File: config.mk
export PLATFORM = sky130hd
export DESIGN_NAME = osc_pll_clock_generator
export DESIGN_NICKNAME = d
export VERILOG_FILES = /design/src/shared/osc_pll_pkg.sv /design/src/hdl/osc_pll_clock_generator.sv
export SDC_FILE = /design/constraint.sdc
export NUM_CORES = 1
export LEC_CHECK = 0
export CAP_MARGIN = 20
export CORE_MARGIN = 5
export CORE_UTILIZATION = 55
export CTS_BUF_LIST = sky130_fd_sc_hd__clkbuf_8
export DETAILED_ROUTE_END_ITERATION = 7
export DONT_BUFFER_PORTS = 1
export PLACE_DENSITY_LB_ADDON = 0.05
export SLEW_MARGIN = 20
export SYNTH_ARGS = -nofsm -noshare
export SYNTH_HDL_FRONTEND = slang
export SYNTH_SLANG_ARGS = --single-unit
File: constraint.sdc
create_clock -name ref_clk -period 7.24 [get_ports ref_clk]
set_clock_uncertainty 0.1 [all_clocks]
set_input_delay 1.448 -clock ref_clk [delete_from_list [all_inputs] [get_ports ref_clk]]
set_output_delay 1.448 -clock ref_clk [all_outputs]
set_load 0.02 [all_outputs]
File: src/shared/osc_pll_pkg.sv
// Constants shared by the oscillator and PLL clock generator control logic.
// Assumes every consumer imports the whole package.
package osc_pll_pkg;
  // Field widths of the configuration and status ports and of the PLL credit counter.
  localparam int STARTUP_W = 8;
  localparam int RATIO_W = 8;
  localparam int FACTOR_W = 11;
  localparam int SETTLE_W = 6;
  localparam int FREQ_W = 16;
  localparam int CREDIT_W = 16;
  // Longest main oscillator start-up wait in milliseconds.
  localparam int STARTUP_MAX_MS = 62;
  // Slow clock prescale: the start-up counter steps once every eight slow rising edges.
  localparam logic [2:0] PRESCALE_LAST = 3'h7;
  // Frequency measurement runs from a slow rise to the sixteenth slow fall: fifteen and a half periods.
  localparam logic [4:0] MEASURE_LAST = 5'h0F;
  // Values after reset.
  localparam logic [STARTUP_W-1:0] STARTUP_RESET = 8'h00;
  localparam logic [RATIO_W-1:0] RATIO_RESET = 8'h00;
  localparam logic [FACTOR_W-1:0] FACTOR_RESET = 11'h000;
  localparam logic [SETTLE_W-1:0] SETTLE_RESET = 6'h00;
  localparam logic [FREQ_W-1:0] FREQ_RESET = 16'h0000;
  // Frequency measurement sequencer states.
  typedef enum logic [1:0] {MEAS_IDLE, MEAS_ARM, MEAS_RUN, MEAS_DONE} meas_e;
endpackage

File: src/hdl/osc_pll_clock_generator.sv
// Control logic of the slow clock, main oscillator and divider plus PLL clock generator.
// Assumes slow_clock and crystal_in_pin are plain levels sampled on ref_clk at 50 MHz.
`timescale 1ns/1ps
module osc_pll_clock_generator (
  // Clock and reset.
  input wire logic ref_clk,
  input wire logic rstn,
  // Oscillator pins.
  input wire logic slow_clock,
  input wire logic crystal_in_pin,
  // Main oscillator configuration, taken on mainOscWrite.
  input wire logic mainOscWrite,
  input wire logic main_osc_enable,
  input wire logic [osc_pll_pkg::STARTUP_W-1:0] osc_startup_count,
  input wire logic osc_bypass_a,
  // PLL configuration, taken on pllWrite.
  input wire logic pllWrite,
  input wire logic [osc_pll_pkg::RATIO_W-1:0] pll_input_ratio,
  input wire logic [osc_pll_pkg::FACTOR_W-1:0] pll_factor,
  input wire logic [osc_pll_pkg::SETTLE_W-1:0] pll_settle_count,
  // Source selection request.
  input wire logic selectMain,
  // Clock outputs.
  output logic main_osc_clock,
  output logic dividerOut,
  output logic pll_out_clock,
  output logic clockSelMain,
  // Status.
  output logic main_osc_stable,
  output logic freq_measure_ready,
  output logic [osc_pll_pkg::FREQ_W-1:0] main_freq_count,
  output logic pll_settled
);
  import osc_pll_pkg::*;

  // Step a counter down, holding at zero.
  function automatic logic [STARTUP_W-1:0] dec_nz(input logic [STARTUP_W-1:0] v);
    dec_nz = (v != '0) ? v - 8'h01 : v;
  endfunction

  logic slowS1_reg, slowS2_reg, slowS3_reg;
  logic xtalS1_reg, xtalS2_reg, xtalS3_reg;
  logic oscEnable_reg, bypass_reg, stable_reg, stableDly_reg;
  logic [STARTUP_W-1:0] startupCnt_reg, startupCnt_next;
  logic [2:0] prescale_reg;
  logic stable_next;
  meas_e measState_reg, measState_next;
  logic [4:0] periods_reg;
  logic [FREQ_W-1:0] freqCnt_reg;
  logic ready_reg;
  logic [RATIO_W-1:0] ratio_reg;
  logic [FACTOR_W-1:0] factor_reg;
  logic [SETTLE_W-1:0] settleCnt_reg, settleCnt_next;
  logic [SETTLE_W-1:0] settleCfg_reg;
  logic settled_reg, settled_next;
  logic [RATIO_W-1:0] divCnt_reg;
  logic divOut_reg, pllOut_reg, mainClk_reg, selMain_reg;
  logic [CREDIT_W-1:0] credit_reg, credit_next;

  // Two-flop synchronisers, third stage only for edge detection.
  always_ff @(posedge ref_clk or negedge rstn) begin
    if (!rstn) begin
      {slowS1_reg, slowS2_reg, slowS3_reg} <= 3'h0;
      {xtalS1_reg, xtalS2_reg, xtalS3_reg} <= 3'h0;
    end else begin
      {slowS1_reg, slowS2_reg, slowS3_reg} <= {slow_clock, slowS1_reg, slowS2_reg};
      {xtalS1_reg, xtalS2_reg, xtalS3_reg} <= {crystal_in_pin, xtalS1_reg, xtalS2_reg};
    end
  end

  // Edge strobes; start-up, settle and measurement timing step on slow clock edges, the divider on crystal edges.
  wire slowRise = slowS2_reg & ~slowS3_reg;
  wire slowFall = ~slowS2_reg & slowS3_reg;
  wire mainLive = bypass_reg | stable_reg;
  wire srcEdge = xtalS2_reg & ~xtalS3_reg & mainLive;
  wire startReq = mainOscWrite & main_osc_enable;
  wire stopReq = mainOscWrite & ~main_osc_enable;
  wire prescaleTick = slowRise & (prescale_reg == PRESCALE_LAST);
  wire stableRise = stable_reg & ~stableDly_reg;

  // Start-up counter and stable flag.
  always_comb begin
    startupCnt_next = startupCnt_reg;
    if (startReq) begin
      startupCnt_next = osc_startup_count;
    end else if (prescaleTick) begin
      startupCnt_next = dec_nz(startupCnt_reg);
    end
  end
  assign stable_next = (stopReq | startReq | ~oscEnable_reg) ? 1'b0 :
                       (startupCnt_reg == '0) ? 1'b1 : stable_reg;

  // Oscillator configuration and start-up state.
  always_ff @(posedge ref_clk or negedge rstn) begin
    if (!rstn) begin
      oscEnable_reg <= 1'b0;
      bypass_reg <= 1'b0;
      startupCnt_reg <= STARTUP_RESET;
      prescale_reg <= 3'h0;
      stable_reg <= 1'b0;
      stableDly_reg <= 1'b0;
    end else begin
      if (mainOscWrite) begin
        oscEnable_reg <= main_osc_enable;
        bypass_reg <= osc_bypass_a;
      end
      startupCnt_reg <= startupCnt_next;
      prescale_reg <= startReq ? 3'h0 : prescale_reg + {2'h0, slowRise};
      stable_reg <= stable_next;
      stableDly_reg <= stable_reg;
    end
  end

  // Frequency measurement sequencer.
  always_comb begin
    measState_next = measState_reg;
    unique case (measState_reg)
      MEAS_IDLE: measState_next = MEAS_IDLE;
      MEAS_ARM: if (slowRise) measState_next = MEAS_RUN;
      MEAS_RUN: if (slowFall && periods_reg == MEASURE_LAST) measState_next = MEAS_DONE;
      MEAS_DONE: measState_next = MEAS_DONE;
    endcase
    if (stableRise) measState_next = MEAS_ARM;
    if (!oscEnable_reg) measState_next = MEAS_IDLE;
  end

  // Measurement counters; the count saturates rather than wrapping.
  always_ff @(posedge ref_clk or negedge rstn) begin
    if (!rstn) begin
      measState_reg <= MEAS_IDLE;
      periods_reg <= 5'h00;
      freqCnt_reg <= FREQ_RESET;
      ready_reg <= 1'b0;
    end else begin
      measState_reg <= measState_next;
      ready_reg <= (measState_next == MEAS_DONE);
      if (measState_next == MEAS_IDLE || measState_next == MEAS_ARM) begin
        periods_reg <= 5'h00;
        freqCnt_reg <= FREQ_RESET;
      end else if (measState_reg == MEAS_RUN) begin
        periods_reg <= periods_reg + {4'h0, slowFall};
        if (srcEdge && freqCnt_reg != '1) freqCnt_reg <= freqCnt_reg + 16'h0001;
      end
    end
  end

  // Twice the factor plus two: the output toggles once per credit, two toggles a cycle.
  function automatic logic [FACTOR_W+1:0] pll_factor_inc(input logic [FACTOR_W-1:0] f);
    pll_factor_inc = {1'b0, f, 1'b0} + 13'h0002;
  endfunction

  // PLL enable and change detection; a repeat of the stored setting restarts settling only while not settled.
  wire pllOn = (factor_reg != '0) & (ratio_reg != '0);
  wire pllChange = pllWrite & ((pll_input_ratio != ratio_reg) | (pll_factor != factor_reg) |
                               (pll_settle_count != settleCfg_reg) | ~settled_reg);
  wire divTick = srcEdge & (divCnt_reg == '0) & (ratio_reg != '0);
  wire [CREDIT_W-1:0] creditAdd = {3'h0, pll_factor_inc(factor_reg)};
  wire [CREDIT_W:0] creditSum = {1'b0, credit_reg - {15'h0000, credit_reg != '0}} +
                                {1'b0, divTick ? creditAdd : 16'h0000};

  // Settle counter and settled flag.
  always_comb begin
    settleCnt_next = settleCnt_reg;
    if (pllChange) begin
      settleCnt_next = pll_settle_count;
    end else if (slowRise) begin
      settleCnt_next = SETTLE_W'(dec_nz({2'h0, settleCnt_reg}));
    end
  end
  assign settled_next = (pllChange || !pllOn) ? 1'b0 :
                        (settleCnt_reg == '0) ? 1'b1 : settled_reg;
  assign credit_next = !pllOn ? '0 : creditSum[CREDIT_W] ? '1 : creditSum[CREDIT_W-1:0];

  // PLL configuration and settle state.
  always_ff @(posedge ref_clk or negedge rstn) begin
    if (!rstn) begin
      ratio_reg <= RATIO_RESET;
      factor_reg <= FACTOR_RESET;
      settleCnt_reg <= SETTLE_RESET;
      settleCfg_reg <= SETTLE_RESET;
      settled_reg <= 1'b0;
    end else begin
      if (pllWrite) begin
        ratio_reg <= pll_input_ratio;
        factor_reg <= pll_factor;
        settleCfg_reg <= pll_settle_count;
      end
      settleCnt_reg <= settleCnt_next;
      settled_reg <= settled_next;
    end
  end

  // Divider counts source edges modulo the ratio; PLL spends credits as toggles.
  always_ff @(posedge ref_clk or negedge rstn) begin
    if (!rstn) begin
      divCnt_reg <= 8'h00;
      credit_reg <= '0;
      divOut_reg <= 1'b0;
      pllOut_reg <= 1'b0;
    end else begin
      if (ratio_reg == '0 || pllWrite) divCnt_reg <= 8'h00;
      else if (srcEdge) divCnt_reg <= (divCnt_reg >= ratio_reg - 8'h01) ? 8'h00 :
                                      divCnt_reg + 8'h01;
      divOut_reg <= (ratio_reg != '0) & mainLive & ((ratio_reg == 8'h01) ? xtalS2_reg :
                    (divCnt_reg < (ratio_reg >> 1)));
      credit_reg <= credit_next;
      pllOut_reg <= pllOn & (pllOut_reg ^ (credit_reg != '0));
    end
  end

  // Main clock output and source selection.
  always_ff @(posedge ref_clk or negedge rstn) begin
    if (!rstn) begin
      mainClk_reg <= 1'b0;
      selMain_reg <= 1'b0;
    end else begin
      mainClk_reg <= mainLive & xtalS2_reg;
      selMain_reg <= selectMain & mainLive;
    end
  end

  assign main_osc_clock = mainClk_reg;
  assign pll_out_clock = pllOut_reg;
  assign dividerOut = divOut_reg;
  assign clockSelMain = selMain_reg;
  assign main_osc_stable = stable_reg;
  assign freq_measure_ready = ready_reg;
  assign main_freq_count = freqCnt_reg;
  assign pll_settled = settled_reg;
endmodule

; ---- Yosys cells after proc, flatten, opt, wreduce, memory -nomap -nowiden
; Cells that the tools add are included.
[word_totals]
reg_bits = 105
inputBits = 42
output_inout_bits = 23
[op_classes]
add_sub_neg = 10
order_cmp = 2
eq_ne = 12
mux = 28
bitwise = 31
reduce_logical = 29
[op_table]
columns = operator, n
row1 = 2-to-1 mux 16 bit, 5
row2 = 2-to-1 mux 8 bit, 6
row3 = zero test 8 bit, 3
row4 = 2-to-1 mux 6 bit, 3
row5 = nonzero test 2 bit, 9
row6 = adder 16 x 13 -> 17 bit, 1
row7 = AND 1 bit, 17
row8 = adder 16 x 1 -> 16 bit (second input constant), 1
row9 = != test 16 bit (second input constant), 1
row10 = nonzero test 16 bit, 1
row11 = nonzero test 8 bit, 2
row12 = subtractor 16 x 1 -> 16 bit, 1
row13 = subtractor 8 x 1 -> 8 bit (second input constant), 2
row14 = adder 12 x 2 -> 13 bit (second input constant), 1
row15 = 2-to-1 mux 13 bit, 1
row16 = != test 11 bit, 1
row17 = nonzero test 11 bit, 1
row18 = 2-to-1 mux 5 bit, 2
row19 = adder 8 x 1 -> 8 bit (second input constant), 1
row20 = == test 8 x 1 -> 1 bit (second input constant), 1
row21 = greater-or-equal comparator 8 bit, 1
row22 = < comparator 8 x 7 -> 1 bit, 1
row23 = 2-to-1 mux 2 bit, 4
row24 = != test 8 bit, 1
row25 = other kinds (21), 45

; ---- Longest topological paths before layout
[depth]
depth_word = 11
mapped_depth = 18
ltp_nobuf = 16

; ---- Worst setup path after synthesis
; OpenSTA, ideal clock, no wires.
[synth_timing]
path_kind = reg-to-reg
from = register credit_reg[8]
to = register credit_reg[10]
setup_ns = 0.092
arrival_ns = 4.348
required_ns = 7.048
setup_slack_ns = 2.700
path_stages_with_launch = 19
path_buffers = 2
period_less_slack_ns = 4.540
cell_sequence = dfrtp_1 > or3_4 > or4_4 > nor4_1 > nand3_1 > ha_1 > nor2b_1 > nand2_1 > nand2_1 > ha_1 > buf_2 > nand3_1 > nor2_1 > o21ai_0 > o31a_1 > a311o_1 > or4_4 > buf_6 > o31ai_2
[synth_via]
elab_chain_cells = 5
[synth_lines]
columns = item, line
row1 = from (decl), osc_pll_clock_generator.sv:58  ; logic [CREDIT_W-1:0] credit_reg, credit_next;
row2 = from (signal assigned), osc_pll_clock_generator.sv:206  ; credit_reg <= credit_next;
row3 = nonzero test 16 bit, osc_pll_clock_generator.sv:158  ; wire [CREDIT_W:0] creditSum = {1'b0, credit_reg - {15'h0000, credit_reg != '0}} +
row4 = subtractor 16 x 1 -> 16 bit (*), osc_pll_clock_generator.sv:158
row5 = adder 16 x 13 -> 17 bit (*), osc_pll_clock_generator.sv:158
row6 = 2-to-1 mux 16 bit (*) (2 in a row), osc_pll_clock_generator.sv:172  ; assign credit_next = !pllOn ? '0 : creditSum[CREDIT_W] ? '1 : creditSum[CREDIT_W-1:0];
row7 = net credit_next[10], osc_pll_clock_generator.sv:58
; Mark *: on every way through the listed nets, which the timed path passes. The rest lies on a longest branch.
; A chain may end at the register's enable or synchronous reset.

; ---- Worst setup path in the final report
[layout_timing]
from = register credit_reg[8]
to = register credit_reg[3]
; Same word-level chain as after synthesis.

==> metrics.txt <==
status completed; FP Rows 39; Pleak 2.93 nW; Endpoint, Worst Hold slowS2_reg; die height approximately 120 µm; Worst Path Required around 7.4 ns; main area contributors after synthesis dfrtp_1, ha_1, xor2_1; first-pass GRT wire length 22000 µm; post-detailed-route wirelength per cell approximately 16 µm; core area 11300 µm²; Syn Nets between 700 and 800; Final Setup Violations 0; drc violations 0; layout cells sized above 1 7.74%; Die Footprint 13700 µm²; power per standard cell area 238 nW/µm²; post-synthesis cell area ~6300 µm²; PnR Total Power around 1.6 mW; GPL Wtd Cong 0.910; CP endpoint kind flop; Reg clk slew, reported paths 0.10 ns; Ports 65; fmax slightly below 200 MHz; cts repair resizes 0; clock sink count approximately 110; Tmin final ~5.1 ns; latest clock arrival within the worst-skew pair 0.38 ns; Nets between 700 and 800; EDFF count, synth 0; asr flop ratio synth between 90% and 100%; fin util 58.6%; hold path cells 0; PortBufs 0; CTS tree built; reg2reg path depth 16; DRT Wirelength around 13000 µm; total number of vias around 4500; Top FF cell, synth dfrtp_1; worst reg2reg path endpoint credit_reg[3]; worst hold path class reg2reg; sequential power share approximately half; highest routed layer met4; met2 wire len roughly 5900 µm; WS Path Type reg2reg; Sw Pwr between 500 and 600 µW; Num CTS Buffers 9; n_diodes 0; Max VDD drop approximately 0.16 mV; library cells used by synthesis 55; Detail Route Antenna Nets 0; Layout area overhead 5.26%; register area share after synthesis between 40% and 50%; vias in the first global route 4566; MaxCap Viol Count 0; leading area contributor after synthesis dfrtp_1; Clock Tree Buf Depth 2; H-tree depth 3; Max Slew Vio Count 0; Syn Inst Count 647; DRT Pass-1 Iters 4; CTS root buffer clkbuf_8; Die W roughly 120 µm; nature of the critical path startpoint flop; RR Startpoint credit_reg[8]; met1 wire length slightly above 6000 µm; Slew headroom 35.2%; worst-margin pin slew about 0.96 ns; routed vias/inst 5.74; clock share of power about a quarter; cts hold-fix bufs 0; sw frac between 30% and 40%; register bit count reported by yosys between 100 and 150; largest net degree at the start of global routing 106; Hold Crit Start slowS1_reg; iteration-0 DRC count of the detailed router around 340; setup TNS 0 ns; gr ovfl total 0; Synth top area share a little over two fifths; initial antenna violation count 0; WL met3 873 µm; Worst R2R Setup Slack 2.19 ns; Post CTS Setup Buffer Count 0; Gate power share a little over a quarter; Tcrit/Tclk final a little over two thirds; syn avg cell area 9.74 µm²; total track usage between 20% and 30%; final hold vios 0; unrepaired setup endpoints after global routing no; Worst Path Max Fanout 14; DP Wirelength between 9000 and 10000 µm; YS warnings 0; Crit path arrival time 5.24 ns; starting density of the core a little under three fifths; Int Power roughly 1.0 mW
[cells in the mapped netlist, types with 2 or more instances]
master / number
ha_1: 44
and4_1: 6
o21ai_0: 35
o41ai_1: 2
a41o_1: 2
o21a_1: 3
nor2b_1: 7
nor4_1: 13
nor3b_1: 3
mux2i_1: 3
o31a_1: 2
clkbuf_1: 14
a211oi_1: 7
inv_1: 33
nand3_1: 22
nand4_1: 10
a21o_1: 10
o21ai_2: 8
xnor2_1: 46
dfrtp_1: 105
or3_1: 4
and2_1: 5
or4_4: 2
nand2b_1: 8
nor4_4: 2
nand2_1: 46
o31ai_2: 2
mux2_2: 17
nor3_1: 11
xor2_1: 48
and3_1: 10
a21oi_1: 21
a31oi_1: 3
a211o_1: 2
o31ai_1: 3
nor2_1: 69
[layout make-up]
type / instances / area (µm²)
multi-input cells: 492 / 3490
clock buffers: 11 / 151
fillers: 1025 / 4680
clock inverters: 4 / 58.8
flip-flops and latches: 105 / 2630
inverters: 33 / 124
repair buffers: 1 / 7.51
well taps: 143 / 179
[per-stage QoR]
stage,area (µm²),setup slack [ns],hold WS [ns],cells
2_1_floorplan,6300,2.70,0.231,647
3_3_place_gp,6430,2.39,0.236,774
3_5_place_dp,6430,2.20,0.243,774
4_1_cts,6640,2.18,0.268,789
5_1_grt,6640,1.88,0.287,789
6_report,6640,2.19,0.266,789
[layer usage]
| metal | global-route usage [%] | vias up |
|---|---|---|
| li1 | - | 2242 |
| met1 | 27.3 | 2198 |
| met2 | 32.7 | 76 |
| met3 | 6.53 | 11 |
| met4 | 5.05 | 0 |
| met5 | 0 | - |
[worst max-delay path, stage by stage (launching register included)]
cell and delay, ns:
dfrtp_1 0.40, or3_4 0.42, or4_4 0.45, nor4_1 0.30, nand3_1 0.19, ha_1 0.26
nor2b_1 0.15, nand2_1 0.17, nand2_1 0.09, ha_1 0.42, nand3_1 0.12, nor2_1 0.14
o21ai_0 0.20, o31a_1 0.37, a311o_1 0.37, or4_4 0.68, o21ai_0 0.16
[power groups by stage]
stage	clock (mW)	combinational, mW	sequential, mW
finish	0.391	0.426	0.761
global route	0.434	0.488	0.772
CTS	0.407	0.430	0.760
detailed placement	0	0.425	0.771
global placement	0	0.416	0.770
floorplan	0	0.356	0.749
[kinds of logic (layout without fill, tap and decap cells)]
family                     after synthesis  count (layout)  share of synthesized area [%]
and+or+nand+nor                        224             224                           18.2
AOI/OAI and AO/OA                      109             109                           11.4
buffers and inverters                   50              49                           3.12
adders and majority gates               45              45                           9.05
muxes                                   20              20                           3.51
xor gates and xnor gates                94              94                           13.1
DFF                                    105             105                           41.7
[layout by cell type (no fill, tap or decap), types with 4 or more instances in the layout]
cell / n
dfrtp_1: 105
xor2_1: 48
a211oi_1: 7
nand3_1: 22
nor2b_1: 7
nand4_1: 10
o21ai_2: 8
or3_1: 4
and2_1: 5
nor4_1: 13
xnor2_1: 46
mux2_2: 17
inv_1: 33
and3_1: 10
nor3_1: 11
a21o_1: 10
a21oi_1: 21
nand2b_1: 8
nand2_1: 46
nor2_1: 69
o21ai_0: 35
and4_1: 6
clkbuf_8: 11
ha_1: 44
[how the worst max path moves through the flow]
stage	endpoint	start	cells after the start
after floorplan	credit_reg[10]	credit_reg[8]	18
after global placement	credit_reg[0]	credit_reg[8]	16
after detailed placement	credit_reg[3]	credit_reg[8]	16
after CTS	credit_reg[3]	credit_reg[8]	16
after global routing	credit_reg[3]	credit_reg[8]	16
final	credit_reg[3]	credit_reg[8]	16
Note: power is estimated with default switching activity, not from simulation.
